File: src/include/amh_regs.vh
// Purpose: constants for the anomaly manager and horn control block
// Assumes: 100 MHz system clock, 16-bit serial register writes
// Notes: offsets are serial holding register numbers
`ifndef AMH_REGS_VH
`define AMH_REGS_VH
`define AMH_ADDR_PASSWORD 16'h0065
`define AMH_ADDR_COMMAND 16'h0066
`define AMH_CMD_SILENCE 16'h0033
`define AMH_CMD_ACK 16'h0034
`define AMH_HORN_OFF 10'h000
`define AMH_HORN_FOREVER 10'h3E7
`define AMH_OPT_BYPASS 0
`define AMH_CLK_HZ 100000000
`define AMH_CMD_WINDOW_S 5
`define AMH_CLASS_WARN 0
`define AMH_CLASS_UNLOAD 1
`define AMH_CLASS_DEACT 2
`define AMH_CLASS_ALARM 3
`endif

File: src/hw/amh_anomaly_manager.v
// Purpose: anomaly classes, admission, actions, lamps, horn control
// Assumes: inputs synchronous; causes are levels, four classes of N anomalies each
// Notes: OFF/RESET cancel is outside; restart inhibit relies on acknowledge
// Contract
// - Warnings only signal; never stop engine or open breaker.
// - Unload in parallel ramps power down, then acts as deactivation.
// - Deactivation opens breaker at once, stops engine with cooling.
// - Alarm opens breaker at once, stops engine without cooling.
// - Restart inhibited while unload, deactivation or alarm unacknowledged.
// - Without bypass, alarm admitted only when no other alarm active.
// - Without bypass, deactivation admitted only with no alarm or deactivation.
// - Without bypass, unload admitted only with no alarm, deactivation, unload.
// - Without bypass, warning admitted only with no alarm, deactivation, unload.
// - Bypass bit set admits any anomaly regardless of others.
// - New anomaly sounds internal horn; external horn follows identically.
// - Flash warning or alarm lamp and code until acknowledged.
// - Non-warning anomalies disconnect generator and stop engine.
// - Anomaly stays displayed until acknowledged even if cause gone.
// - Acknowledged warning clears itself when its cause goes away.
// - Start key silences horn without acknowledging.
// - Acknowledge input silences horn only on rising edge.
// - Password bypass input drops password need for serial commands.
// - Horn duration 0 never, 999 until silenced, else also times out.
// - Silenced anomaly stays unacknowledged and flashing.
// - Acknowledge input edge or serial 52 acknowledges and cancels horn.
`timescale 1ns/1ps
`include "amh_regs.vh"
module amh_anomaly_manager #(
    parameter N = 8,
    parameter SEC_CYCLES = `AMH_CLK_HZ,
    parameter WINDOW_CYCLES = `AMH_CMD_WINDOW_S * `AMH_CLK_HZ,
    parameter FLASH_CYCLES = `AMH_CLK_HZ / 2
) (
    clk,
    nrst,
    causeWarn,
    causeUnload,
    causeDeact,
    causeAlarm,
    resetAnomalies,
    parallelMode,
    powerLow,
    optionBits,
    hornDuration,
    password,
    startKey,
    ackInputFunction,
    passwordBypassInput,
    wrEn,
    wrAddr,
    wrData,
    internalHorn,
    externalHornOutput,
    warnLamp,
    alarmLamp,
    codeVisible,
    activeClasses,
    rampDown,
    generatorBreakerOpen,
    engineStopCool,
    engineStopNow,
    restartInhibit
);
    input wire clk;
    input wire nrst;
    input wire [N-1:0] causeWarn;
    input wire [N-1:0] causeUnload;
    input wire [N-1:0] causeDeact;
    input wire [N-1:0] causeAlarm;
    input wire resetAnomalies;
    input wire parallelMode;
    input wire powerLow;
    input wire [15:0] optionBits;
    input wire [9:0] hornDuration;
    input wire [15:0] password;
    input wire startKey;
    input wire ackInputFunction;
    input wire passwordBypassInput;
    input wire wrEn;
    input wire [15:0] wrAddr;
    input wire [15:0] wrData;
    output reg internalHorn;
    output reg externalHornOutput;
    output reg warnLamp;
    output reg alarmLamp;
    output reg codeVisible;
    output reg [3:0] activeClasses;
    output reg rampDown;
    output reg generatorBreakerOpen;
    output reg engineStopCool;
    output reg engineStopNow;
    output reg restartInhibit;

    reg [N-1:0] warn_reg, unload_reg, deact_reg, alarm_reg;
    reg [N-1:0] warnUnack_reg, unloadUnack_reg, deactUnack_reg, alarmUnack_reg;
    reg [N-1:0] warn_next, unload_next, deact_next, alarm_next;
    reg ackInPrev_reg;
    reg horn_reg;
    reg [9:0] hornSecs_reg;
    reg [31:0] flash_reg;
    reg flashPhase_reg;
    wire cmdSilence;
    wire cmdAck;
    wire secTick;

    wire ackEdge = ackInputFunction && !ackInPrev_reg;
    wire ackAll = ackEdge || cmdAck;
    wire bypass = optionBits[`AMH_OPT_BYPASS];
    wire anyW = |warn_reg;
    wire anyU = |unload_reg;
    wire anyD = |deact_reg;
    wire anyA = |alarm_reg;
    wire [N-1:0] newA = causeAlarm & ~alarm_reg;
    wire [N-1:0] newD = causeDeact & ~deact_reg;
    wire [N-1:0] newU = causeUnload & ~unload_reg;
    wire [N-1:0] newW = causeWarn & ~warn_reg;
    // Admission gates; simultaneous newcomers of one class go in together
    wire okA = bypass || !anyA;
    wire okD = bypass || (!anyA && !anyD);
    wire okU = bypass || (!anyA && !anyD && !anyU);
    wire okW = bypass || (!anyA && !anyD && !anyU);
    wire [N-1:0] admA = okA ? newA : {N{1'b0}};
    wire [N-1:0] admD = okD ? newD : {N{1'b0}};
    wire [N-1:0] admU = okU ? newU : {N{1'b0}};
    wire [N-1:0] admW = okW ? newW : {N{1'b0}};
    wire newAnomaly = |{admA, admD, admU, admW};
    wire hornEnabled = hornDuration != `AMH_HORN_OFF;
    wire hornTimed = hornDuration != `AMH_HORN_FOREVER;
    wire silence = startKey || ackEdge || cmdSilence || cmdAck;

    amh_serial_cmd #(.WINDOW_CYCLES(WINDOW_CYCLES)) uCmd (
        .clk(clk),
        .nrst(nrst),
        .wrEn(wrEn),
        .wrAddr(wrAddr),
        .wrData(wrData),
        .password(password),
        .passwordBypass(passwordBypassInput),
        .cmdSilence(cmdSilence),
        .cmdAck(cmdAck)
    );

    amh_tick #(.CYCLES(SEC_CYCLES)) uTick (
        .clk(clk),
        .nrst(nrst),
        .restart(newAnomaly),
        .tick(secTick)
    );

    // Latched anomalies; reset clears only those whose cause is gone
    always @* begin
        warn_next = warn_reg | admW;
        unload_next = unload_reg | admU;
        deact_next = deact_reg | admD;
        alarm_next = alarm_reg | admA;
        // Acknowledged warnings fall once their cause goes
        warn_next = warn_next & ~(~warnUnack_reg & ~causeWarn & warn_reg);
        if (resetAnomalies) begin
            unload_next = unload_next & ~(~unloadUnack_reg & ~causeUnload & unload_reg);
            deact_next = deact_next & ~(~deactUnack_reg & ~causeDeact & deact_reg);
            alarm_next = alarm_next & ~(~alarmUnack_reg & ~causeAlarm & alarm_reg);
        end
    end

    always @(posedge clk) begin
        if (!nrst) begin
            warn_reg <= {N{1'b0}};
            unload_reg <= {N{1'b0}};
            deact_reg <= {N{1'b0}};
            alarm_reg <= {N{1'b0}};
            warnUnack_reg <= {N{1'b0}};
            unloadUnack_reg <= {N{1'b0}};
            deactUnack_reg <= {N{1'b0}};
            alarmUnack_reg <= {N{1'b0}};
            ackInPrev_reg <= 1'b0;
        end else begin
            warn_reg <= warn_next;
            unload_reg <= unload_next;
            deact_reg <= deact_next;
            alarm_reg <= alarm_next;
            ackInPrev_reg <= ackInputFunction;
            // Set wins: a newcomer in the ack cycle stays unacknowledged
            warnUnack_reg <= (ackAll ? {N{1'b0}} : warnUnack_reg) | admW;
            unloadUnack_reg <= (ackAll ? {N{1'b0}} : unloadUnack_reg) | admU;
            deactUnack_reg <= (ackAll ? {N{1'b0}} : deactUnack_reg) | admD;
            alarmUnack_reg <= (ackAll ? {N{1'b0}} : alarmUnack_reg) | admA;
        end
    end

    // Horn: raised by a new anomaly, silencing never touches acknowledge
    always @(posedge clk) begin
        if (!nrst) begin
            horn_reg <= 1'b0;
            hornSecs_reg <= 10'h000;
        end else if (newAnomaly && hornEnabled) begin
            horn_reg <= 1'b1;
            hornSecs_reg <= 10'h000;
        end else if (silence) begin
            horn_reg <= 1'b0;
        end else if (horn_reg && hornTimed && secTick) begin
            hornSecs_reg <= hornSecs_reg + 10'h001;
            if (hornSecs_reg + 10'h001 >= hornDuration)
                horn_reg <= 1'b0;
        end else if (!hornEnabled) begin
            horn_reg <= 1'b0;
        end
    end

    // Flash phase free-runs; lamps need no exact phase
    always @(posedge clk) begin
        if (!nrst) begin
            flash_reg <= 32'h0;
            flashPhase_reg <= 1'b0;
        end else if (flash_reg >= FLASH_CYCLES - 1) begin
            flash_reg <= 32'h0;
            flashPhase_reg <= !flashPhase_reg;
        end else begin
            flash_reg <= flash_reg + 32'h1;
        end
    end

    always @(posedge clk) begin
        if (!nrst) begin
            internalHorn <= 1'b0;
            externalHornOutput <= 1'b0;
            warnLamp <= 1'b0;
            alarmLamp <= 1'b0;
            codeVisible <= 1'b0;
            activeClasses <= 4'h0;
            rampDown <= 1'b0;
            generatorBreakerOpen <= 1'b0;
            engineStopCool <= 1'b0;
            engineStopNow <= 1'b0;
            restartInhibit <= 1'b0;
        end else begin
            internalHorn <= horn_reg;
            externalHornOutput <= horn_reg;
            warnLamp <= (|warnUnack_reg) ? flashPhase_reg : anyW;
            alarmLamp <= (|{unloadUnack_reg, deactUnack_reg, alarmUnack_reg}) ?
                flashPhase_reg : (anyU || anyD || anyA);
            // Code blinks while unacknowledged, steady once acknowledged
            codeVisible <= (|{warnUnack_reg, unloadUnack_reg, deactUnack_reg,
                alarmUnack_reg}) ? flashPhase_reg : (anyW || anyU || anyD || anyA);
            activeClasses[`AMH_CLASS_WARN] <= anyW;
            activeClasses[`AMH_CLASS_UNLOAD] <= anyU;
            activeClasses[`AMH_CLASS_DEACT] <= anyD;
            activeClasses[`AMH_CLASS_ALARM] <= anyA;
            // Warnings appear in none of the action terms below
            rampDown <= anyU && parallelMode && !powerLow && !anyD && !anyA;
            generatorBreakerOpen <= anyA || anyD ||
                (anyU && (!parallelMode || powerLow));
            engineStopNow <= anyA;
            engineStopCool <= !anyA && (anyD ||
                (anyU && (!parallelMode || powerLow)));
            restartInhibit <= |{unloadUnack_reg, deactUnack_reg, alarmUnack_reg};
        end
    end
endmodule

File: src/hw/amh_serial_cmd.v
// Purpose: password-gated serial command decoder
// Assumes: one register write per cycle, password then code
// Notes: code pulses are one cycle wide
`timescale 1ns/1ps
`include "amh_regs.vh"
module amh_serial_cmd #(
    parameter WINDOW_CYCLES = `AMH_CMD_WINDOW_S * `AMH_CLK_HZ
) (
    clk,
    nrst,
    wrEn,
    wrAddr,
    wrData,
    password,
    passwordBypass,
    cmdSilence,
    cmdAck
);
    input wire clk;
    input wire nrst;
    input wire wrEn;
    input wire [15:0] wrAddr;
    input wire [15:0] wrData;
    input wire [15:0] password;
    input wire passwordBypass;
    output reg cmdSilence;
    output reg cmdAck;
    reg armed_reg;
    reg [31:0] timer_reg;
    wire codeWrite = wrEn && wrAddr == `AMH_ADDR_COMMAND;
    wire allowed = passwordBypass || armed_reg;
    always @(posedge clk) begin
        if (!nrst) begin
            armed_reg <= 1'b0;
            timer_reg <= 32'h0;
            cmdSilence <= 1'b0;
            cmdAck <= 1'b0;
        end else begin
            cmdSilence <= codeWrite && allowed && wrData == `AMH_CMD_SILENCE;
            cmdAck <= codeWrite && allowed && wrData == `AMH_CMD_ACK;
            if (wrEn && wrAddr == `AMH_ADDR_PASSWORD) begin
                armed_reg <= wrData == password;
                timer_reg <= 32'h0;
            end else if (codeWrite) begin
                // One code per password entry
                armed_reg <= 1'b0;
            end else if (armed_reg) begin
                if (timer_reg >= WINDOW_CYCLES - 1)
                    armed_reg <= 1'b0;
                timer_reg <= timer_reg + 32'h1;
            end
        end
    end
endmodule

File: src/hw/amh_tick.v
// Purpose: one-second tick divider with restart
// Assumes: restart aligns the tick phase
// Notes: tick is a one-cycle pulse
`timescale 1ns/1ps
`include "amh_regs.vh"
module amh_tick #(
    parameter CYCLES = `AMH_CLK_HZ
) (
    clk,
    nrst,
    restart,
    tick
);
    input wire clk;
    input wire nrst;
    input wire restart;
    output reg tick;
    reg [31:0] count_reg;
    always @(posedge clk) begin
        if (!nrst || restart) begin
            count_reg <= 32'h0;
            tick <= 1'b0;
        end else if (count_reg == CYCLES - 1) begin
            count_reg <= 32'h0;
            tick <= 1'b1;
        end else begin
            count_reg <= count_reg + 32'h1;
            tick <= 1'b0;
        end
    end
endmodule

File: config.mk
export PLATFORM = sky130hd
export DESIGN_NAME = amh_anomaly_manager
export DESIGN_NICKNAME = d
export VERILOG_FILES = /design/src/hw/amh_anomaly_manager.v /design/src/hw/amh_serial_cmd.v /design/src/hw/amh_tick.v
export VERILOG_INCLUDE_DIRS = /design/src /design/src/include
export SDC_FILE = /design/constraint.sdc
export NUM_CORES = 1
export LEC_CHECK = 0
export ABC_AREA = 1
export BUFFER_PORTS_ARGS = -buffer_cell sky130_fd_sc_hd__buf_2
export CAP_MARGIN = 20
export CORE_MARGIN = 1.5
export CORE_UTILIZATION = 45
export DETAILED_ROUTE_END_ITERATION = 7
export PLACE_DENSITY = 0.76
export SLEW_MARGIN = 0
export SYNTH_ARGS = -nofsm -noshare
export SYNTH_HDL_FRONTEND = slang
export SYNTH_HIERARCHICAL = 1
export SYNTH_SLANG_ARGS = --single-unit
File: constraint.sdc
create_clock -name clk -period 2.85 [get_ports clk]
set_clock_uncertainty 0.1 [all_clocks]
set_input_delay 0.285 -clock clk [delete_from_list [all_inputs] [get_ports clk]]
set_output_delay 0.285 -clock clk [all_outputs]
set_load 0.03 [all_outputs]
==> results of run 1 <==
[power by group through the flow]
stage               logic (uW)  clock network (uW)  registers (uW)
floorplan                  362                   0            2880
detailed placement         565                   0            2860
finish                     568                2390            2800
CTS                        570                2430            2800
global route               635                2550            2810
global placement           553                   0            2860
[tightest hold or removal path, delay by kind of cell]
kind | cells | cell delay, ns
buf+inv | 2 | 0.21
compound gates | 1 | 0.05
[cell type report]
cell class	count	share of cell area, %
multi-input cells	1089	48.2
flip-flops and latches	189	32.6
repair buffers	124	5.76
inverters	163	5.27
clock inverters	14	1.36
clock buffers	18	3.78
well taps	280	3.02
[cells in the mapped netlist (15+ instances only)]
master and count:
nor2_2 29, nor2_1 225, xnor2_1 15, nand3_1 58, nand2_2 21, xor2_1 39, a21oi_1 118, o31ai_1 25
nor2_4 18, nand4_1 20, nor4_1 19, dfxtp_1 189, o21ai_0 28, inv_1 148, nand2_1 373
[kinds of logic (layout without fill, tap and decap cells)]
family          after synthesis  after routing  synth area share [%]
compound gates              195            195                  11.0
fa+ha+maj                    14             14                  1.72
flops                       189            189                  37.2
buf+inv                     195            319                  7.97
other cells                   1              6                0.0369
simple gates                820            820                  37.4
xor+xnor                     54             54                  4.65
[per-stage QoR]
| stage | std cells | hold slack, ns | setup slack, ns | total power, uW | cell area (sq um) |
|---|---|---|---|---|---|
| after detailed placement | 1842 | 0.344 | 0.482 | 3420 | 11000 |
| after CTS | 1877 | 0.0447 | 0.430 | 5800 | 11600 |
| after floorplan | 1473 | 0.278 | 0.677 | 3240 | 10200 |
| after global routing | 1877 | 0.0567 | 0.119 | 6000 | 11600 |
| after global placement | 1842 | 0.324 | 0.510 | 3410 | 11000 |
| final | 1877 | 0.0538 | 0.403 | 5750 | 11600 |
[routing by layer]
| metal | routed length [microns] | GRT usage, % | share of wire (%) |
|---|---|---|---|
| met5 | 0 | 0 | 0 |
| met3 | 1130 | 4.39 | 5.0 |
| met4 | 377 | 6.06 | 1.7 |
| met2 | 10800 | 34.7 | 48 |
| met1 | 10400 | 24.1 | 46 |
[path summary, 6_finish.rpt]
check	endpoint	slack, ns	start
worst max-delay path	horn_reg$_SDFFE_PN0P_	0.40	hornSecs_reg[2]$_SDFFE_PP0P_
worst min-delay path	uCmd/armed_reg$_SDFF_PN0_	0.05	nrst
worst max register to register	horn_reg$_SDFFE_PN0P_	0.40	hornSecs_reg[2]$_SDFFE_PP0P_
worst min register to register	uTick/count_reg[0]$_SDFF_PP0_	0.35	uTick/count_reg[0]$_SDFF_PP0_
[what timing repair did]
item	in CTS	in global routing
buffers inserted	0	0
hold buffers	3	0
hold endpoints to repair	2	0
==> results.sh, run 1 <==
export IMPL_grt_pass1_wl_microns=38900
export IMPL_drc=0
export IMPL_synth_warning_count=6
export IMPL_regArea_sq_um=3780
export IMPL_ys_top_cells_by_area="dfxtp_1 (37%), nand2_1 (14%), nor2_1 (8.3%), a21oi_1 (5.8%), inv_1 (5.5%)"
export IMPL_ctsRootBufferMaster="clkbuf_16"
export IMPL_drtIter0Drc=723
export IMPL_ys_async_sr_fraction_pct=0
export IMPL_num_vias=9538
export IMPL_p_int_uw=4220
export IMPL_rr_worst_depth=13
export IMPL_cpPeakStageDelay_ns=0.40
export IMPL_start_kind="register"
export IMPL_grt_usage_pct=19.8
export IMPL_fin_crit_sh_pct=85.9
export IMPL_h_tree_depth=4
export IMPL_yosysTopAreaCellShare_pct=37.2
export IMPL_netlist_area_sq_um=10200
export IMPL_ys_seq_elements=189
export IMPL_p_sw_uw=1530
export IMPL_critical_path_peak_fanout=4
export IMPL_crit_buf_inv=2
export IMPL_p_leak_uw=0.00454
export IMPL_final_util_pct=52.7
export IMPL_rows=54
export IMPL_port_buffer_count=113
export IMPL_slew_viol_final=0
export IMPL_final_cell_mix="nand2_1 (373), nor2_1 (225), dfxtp_1 (189)"
export IMPL_hold_depth=3
export IMPL_post_route_min_period_ns=2.45
export IMPL_p_comb_share_pct=9.9
export IMPL_drv_cap=0
export IMPL_tightest_slew_ns=0.843
export IMPL_cp_depth=13
export IMPL_drtAntennaViolNets=0
export IMPL_max_freq_mhz=409
export IMPL_multi_input_area_sq_um=5600
export IMPL_drive_above_1_share_pct=17.4
export IMPL_grt_max_degree=42
export IMPL_status="completed"
export IMPL_path_cells="inv_1 -> nor3_1 -> nand3b_1 -> xor2_1 -> inv_1 -> ha_1 -> nand4_1 -> nor3_1 -> o21ai_0 -> o2111ai_1 -> o21ai_0 -> nand2_1 -> nand2_1"
export IMPL_io_pins=129
export IMPL_final_common_cell="nand2_1"
export IMPL_power_density_nw_per_um2=496
export IMPL_grt_pass1_vias=8797
export IMPL_clockPowerShare_pct=41.5
export IMPL_seq_area_frac_synth_pct=37.2
export IMPL_dp_hpwl_microns=17100
export IMPL_cts_buffers=17
export IMPL_hold_viol=0
export IMPL_drt_pass1_iter_count=5
export IMPL_synthCells=1468
export IMPL_clkLatencyLatePin_ns=0.44
export IMPL_wl_microns=22700
export IMPL_synth_edff_count=0
export IMPL_ys_flop_type="dfxtp_1"
export IMPL_via_per_inst=5.08
export IMPL_fillers=2090
export IMPL_setup_viol=0
export IMPL_gp_congestion=0.896
export IMPL_post_drt_wl_per_cell_microns=12.1
export IMPL_syn_area_per_cell_sq_um=6.93
export IMPL_synth_top_cell_by_area="dfxtp_1"
export IMPL_grt_overflow=0
export IMPL_cts_sinks=189
export IMPL_cts_tree="done"
export IMPL_setup_worst_path_end_class="register"
export IMPL_swShare_pct=26.6
export IMPL_pwr_share_seq_pct=48.7
export IMPL_worstSetupPathType="reg2reg"
export IMPL_die_h_microns=153
export IMPL_cts_repair_resized=0
export IMPL_n_antenna_cell=0
export IMPL_clockBufferDepth=2
export IMPL_dieArea_sq_um=23500
export IMPL_die_w_microns=153
export IMPL_slew_headroom_pct=43.8
export IMPL_vdd_drop_max_v=0.000422
export IMPL_path_delay_family="simple AND/OR/NAND/NOR gates"
export IMPL_synth_distinct_cells=49
export IMPL_setup_tns_ns=0
export IMPL_start_util_pct=46.2
export IMPL_finalNetCount=1713
export IMPL_slowest_stage="dfxtp_1"
export IMPL_core_area_sq_um=22000
export IMPL_antenna_found_initial=0
export IMPL_grt_setup_unrepaired="no"
export IMPL_clk_pin_slew_ns=0.08
export IMPL_arrival_ns=2.68
export IMPL_area_delta_synth_final_pct=14.1
export IMPL_worst_ep_required_time_ns=3.08
export IMPL_hp_class="in2reg"
(Power assumes the default switching activity.)
==> run 2: changes to the inputs <==
--- a/config.mk
+++ b/config.mk
@@ -9,9 +9,10 @@
 export ABC_AREA = 1
 export BUFFER_PORTS_ARGS = -buffer_cell sky130_fd_sc_hd__buf_2
 export CAP_MARGIN = 20
-export CORE_MARGIN = 1.5
+export CORE_MARGIN = 5
 export CORE_UTILIZATION = 45
 export DETAILED_ROUTE_END_ITERATION = 7
+export HOLD_SLACK_MARGIN = 0.06
 export PLACE_DENSITY = 0.76
 export SLEW_MARGIN = 0
 export SYNTH_ARGS = -nofsm -noshare
==> run 2 against run 1 <==
  * Final cell count grew 0.48%
  * First-iteration DRC count shrank 18%
  * Highest routed layer unchanged
  * Via count shrank 0.78%
  * Global-route usage shrank 1.4 points
  * Wire length grew 4.1%
  * Flip-flop and latch count is the same
  * Register-to-register slack gained 0.03 ns
==> results.sh, run 2 (synthesis results as in run 1) <==
export IMPL_fillers=2184
export IMPL_fin_crit_sh_pct=84.7
export IMPL_slew_viol_final=0
export IMPL_worstSetupPathType="reg2reg"
export IMPL_worst_ep_required_time_ns=3.07
export IMPL_start_util_pct=45.3
export IMPL_drtIter0Drc=591
export IMPL_finalNetCount=1717
export IMPL_setup_tns_ns=0
export IMPL_grt_pass1_vias=9086
export IMPL_area_delta_synth_final_pct=14.6
export IMPL_p_leak_uw=0.00456
export IMPL_num_vias=9464
export IMPL_post_route_min_period_ns=2.41
export IMPL_cpPeakStageDelay_ns=0.39
export IMPL_hp_class="in2reg"
export IMPL_clockBufferDepth=2
export IMPL_power_density_nw_per_um2=496
export IMPL_multi_input_area_sq_um=5600
export IMPL_place_ws_ns=0.487
export IMPL_clk_pin_slew_ns=0.08
export IMPL_cts_tree="done"
export IMPL_path_cells="inv_1 -> nor3_1 -> nand3b_1 -> xor2_1 -> inv_1 -> ha_1 -> nand4_1 -> nor3_1 -> o21ai_0 -> o2111ai_1 -> o21ai_0 -> nand2_1 -> nand2_1"
export IMPL_drtAntennaViolNets=0
export IMPL_final_util_pct=52.0
export IMPL_drc=0
export IMPL_port_buffer_count=113
export IMPL_dp_hpwl_microns=17900
export IMPL_start_kind="register"
export IMPL_regArea_sq_um=3780
export IMPL_wl_microns=23600
export IMPL_setup_worst_path_end_class="register"
export IMPL_final_cell_mix="nand2_1 (373), nor2_1 (225), dfxtp_1 (189)"
export IMPL_drive_above_1_share_pct=17.4
export IMPL_cts_hold_buf=7
export IMPL_slew_headroom_pct=39.8
export IMPL_rows=55
export IMPL_dieArea_sq_um=25700
export IMPL_grt_pass1_wl_microns=40600
export IMPL_worst_slack_ns=0.437
export IMPL_drv_cap=0
export IMPL_postCtsSetupRepairBufs=0
export IMPL_die_h_microns=160
export IMPL_via_per_inst=5.02
export IMPL_io_pins=129
export IMPL_drt_pass1_iter_count=5
export IMPL_post_drt_wl_per_cell_microns=12.5
export IMPL_core_area_sq_um=22400
export IMPL_h_tree_depth=4
export IMPL_cts_buffers=17
export IMPL_clkLatencyLatePin_ns=0.43
export IMPL_final_common_cell="nand2_1"
export IMPL_gp_congestion=0.897
export IMPL_ctsRootBufferMaster="clkbuf_16"
export IMPL_grt_overflow=0
export IMPL_slowest_stage="dfxtp_1"
export IMPL_antenna_found_initial=0
export IMPL_cts_repair_resized=0
export IMPL_tightest_slew_ns=0.902
export IMPL_n_antenna_cell=0
export IMPL_vdd_drop_max_v=0.000386
export IMPL_cts_sinks=189
export IMPL_setup_viol=0
export IMPL_arrival_ns=2.64
export IMPL_max_freq_mhz=414
export IMPL_total_power_uw=5780
export IMPL_status="completed"
export IMPL_critical_path_peak_fanout=4
export IMPL_grt_setup_unrepaired="no"
export IMPL_grt_usage_pct=18.4
export IMPL_hold_viol=0
export IMPL_holdWs_ns=0.0707
export IMPL_grt_max_degree=39
export IMPL_die_w_microns=160
## run 2: worst paths after layout
kind | start | slack, ns | cells after the start | endpoint
min | causeAlarm[7] | 0.07 | 3 | alarm_reg[7]$_SDFF_PN0_
max reg2reg | hornSecs_reg[2]$_SDFFE_PP0P_ | 0.44 | 13 | horn_reg$_SDFFE_PN0P_
min reg2reg | uTick/count_reg[0]$_SDFF_PP0_ | 0.34 | 1 | uTick/count_reg[0]$_SDFF_PP0_
max | hornSecs_reg[2]$_SDFFE_PP0P_ | 0.44 | 13 | horn_reg$_SDFFE_PN0P_
## run 2: critical path: cells and delay by family, from the launching register on
family | cells | cell delay [ns]
buffers and inverters | 2 | 0.14
AOI/OAI and AO/OA | 3 | 0.31
and+or+nand+nor | 6 | 0.87
xor gates and xnor gates | 1 | 0.19
adders and majority gates | 1 | 0.31
DFF | 1 | 0.39
## run 2: layout make-up
| type | instances | area share, % |
|---|---|---|
| clock inverter | 15 | 1.59 |
| timing repair buffer | 128 | 5.97 |
| sequential | 189 | 32.5 |
| tap | 285 | 3.06 |
| multi-input combinational | 1089 | 48.0 |
| clock buffer | 17 | 3.65 |
| inverter | 163 | 5.25 |
## run 2: per-layer routing
metal  share of wire, %  track usage (%)  up-vias  routed length, microns
met2                 47             31.8      246                   11200
met4                2.1             6.14        0                     489
met3                4.9             3.62       37                    1160
li1                   -                -     4938                       -
met1                 46             23.1     4243                   10800
met5                  0                0        -                       0
## run 2: power breakdown
part	switching (uW)	internal, uW
Combinational	357	218
Sequential	63.7	2740
Clock	1200	1200
Total	1620	4160
## run 2: stage by stage
| step | instances | area [sq um] |
|---|---|---|
| floorplan | 1473 | 10200 |
| global placement | 1847 | 11000 |
| detailed placement | 1847 | 11000 |
| CTS | 1886 | 11700 |
| global route | 1886 | 11700 |
| finish | 1886 | 11700 |
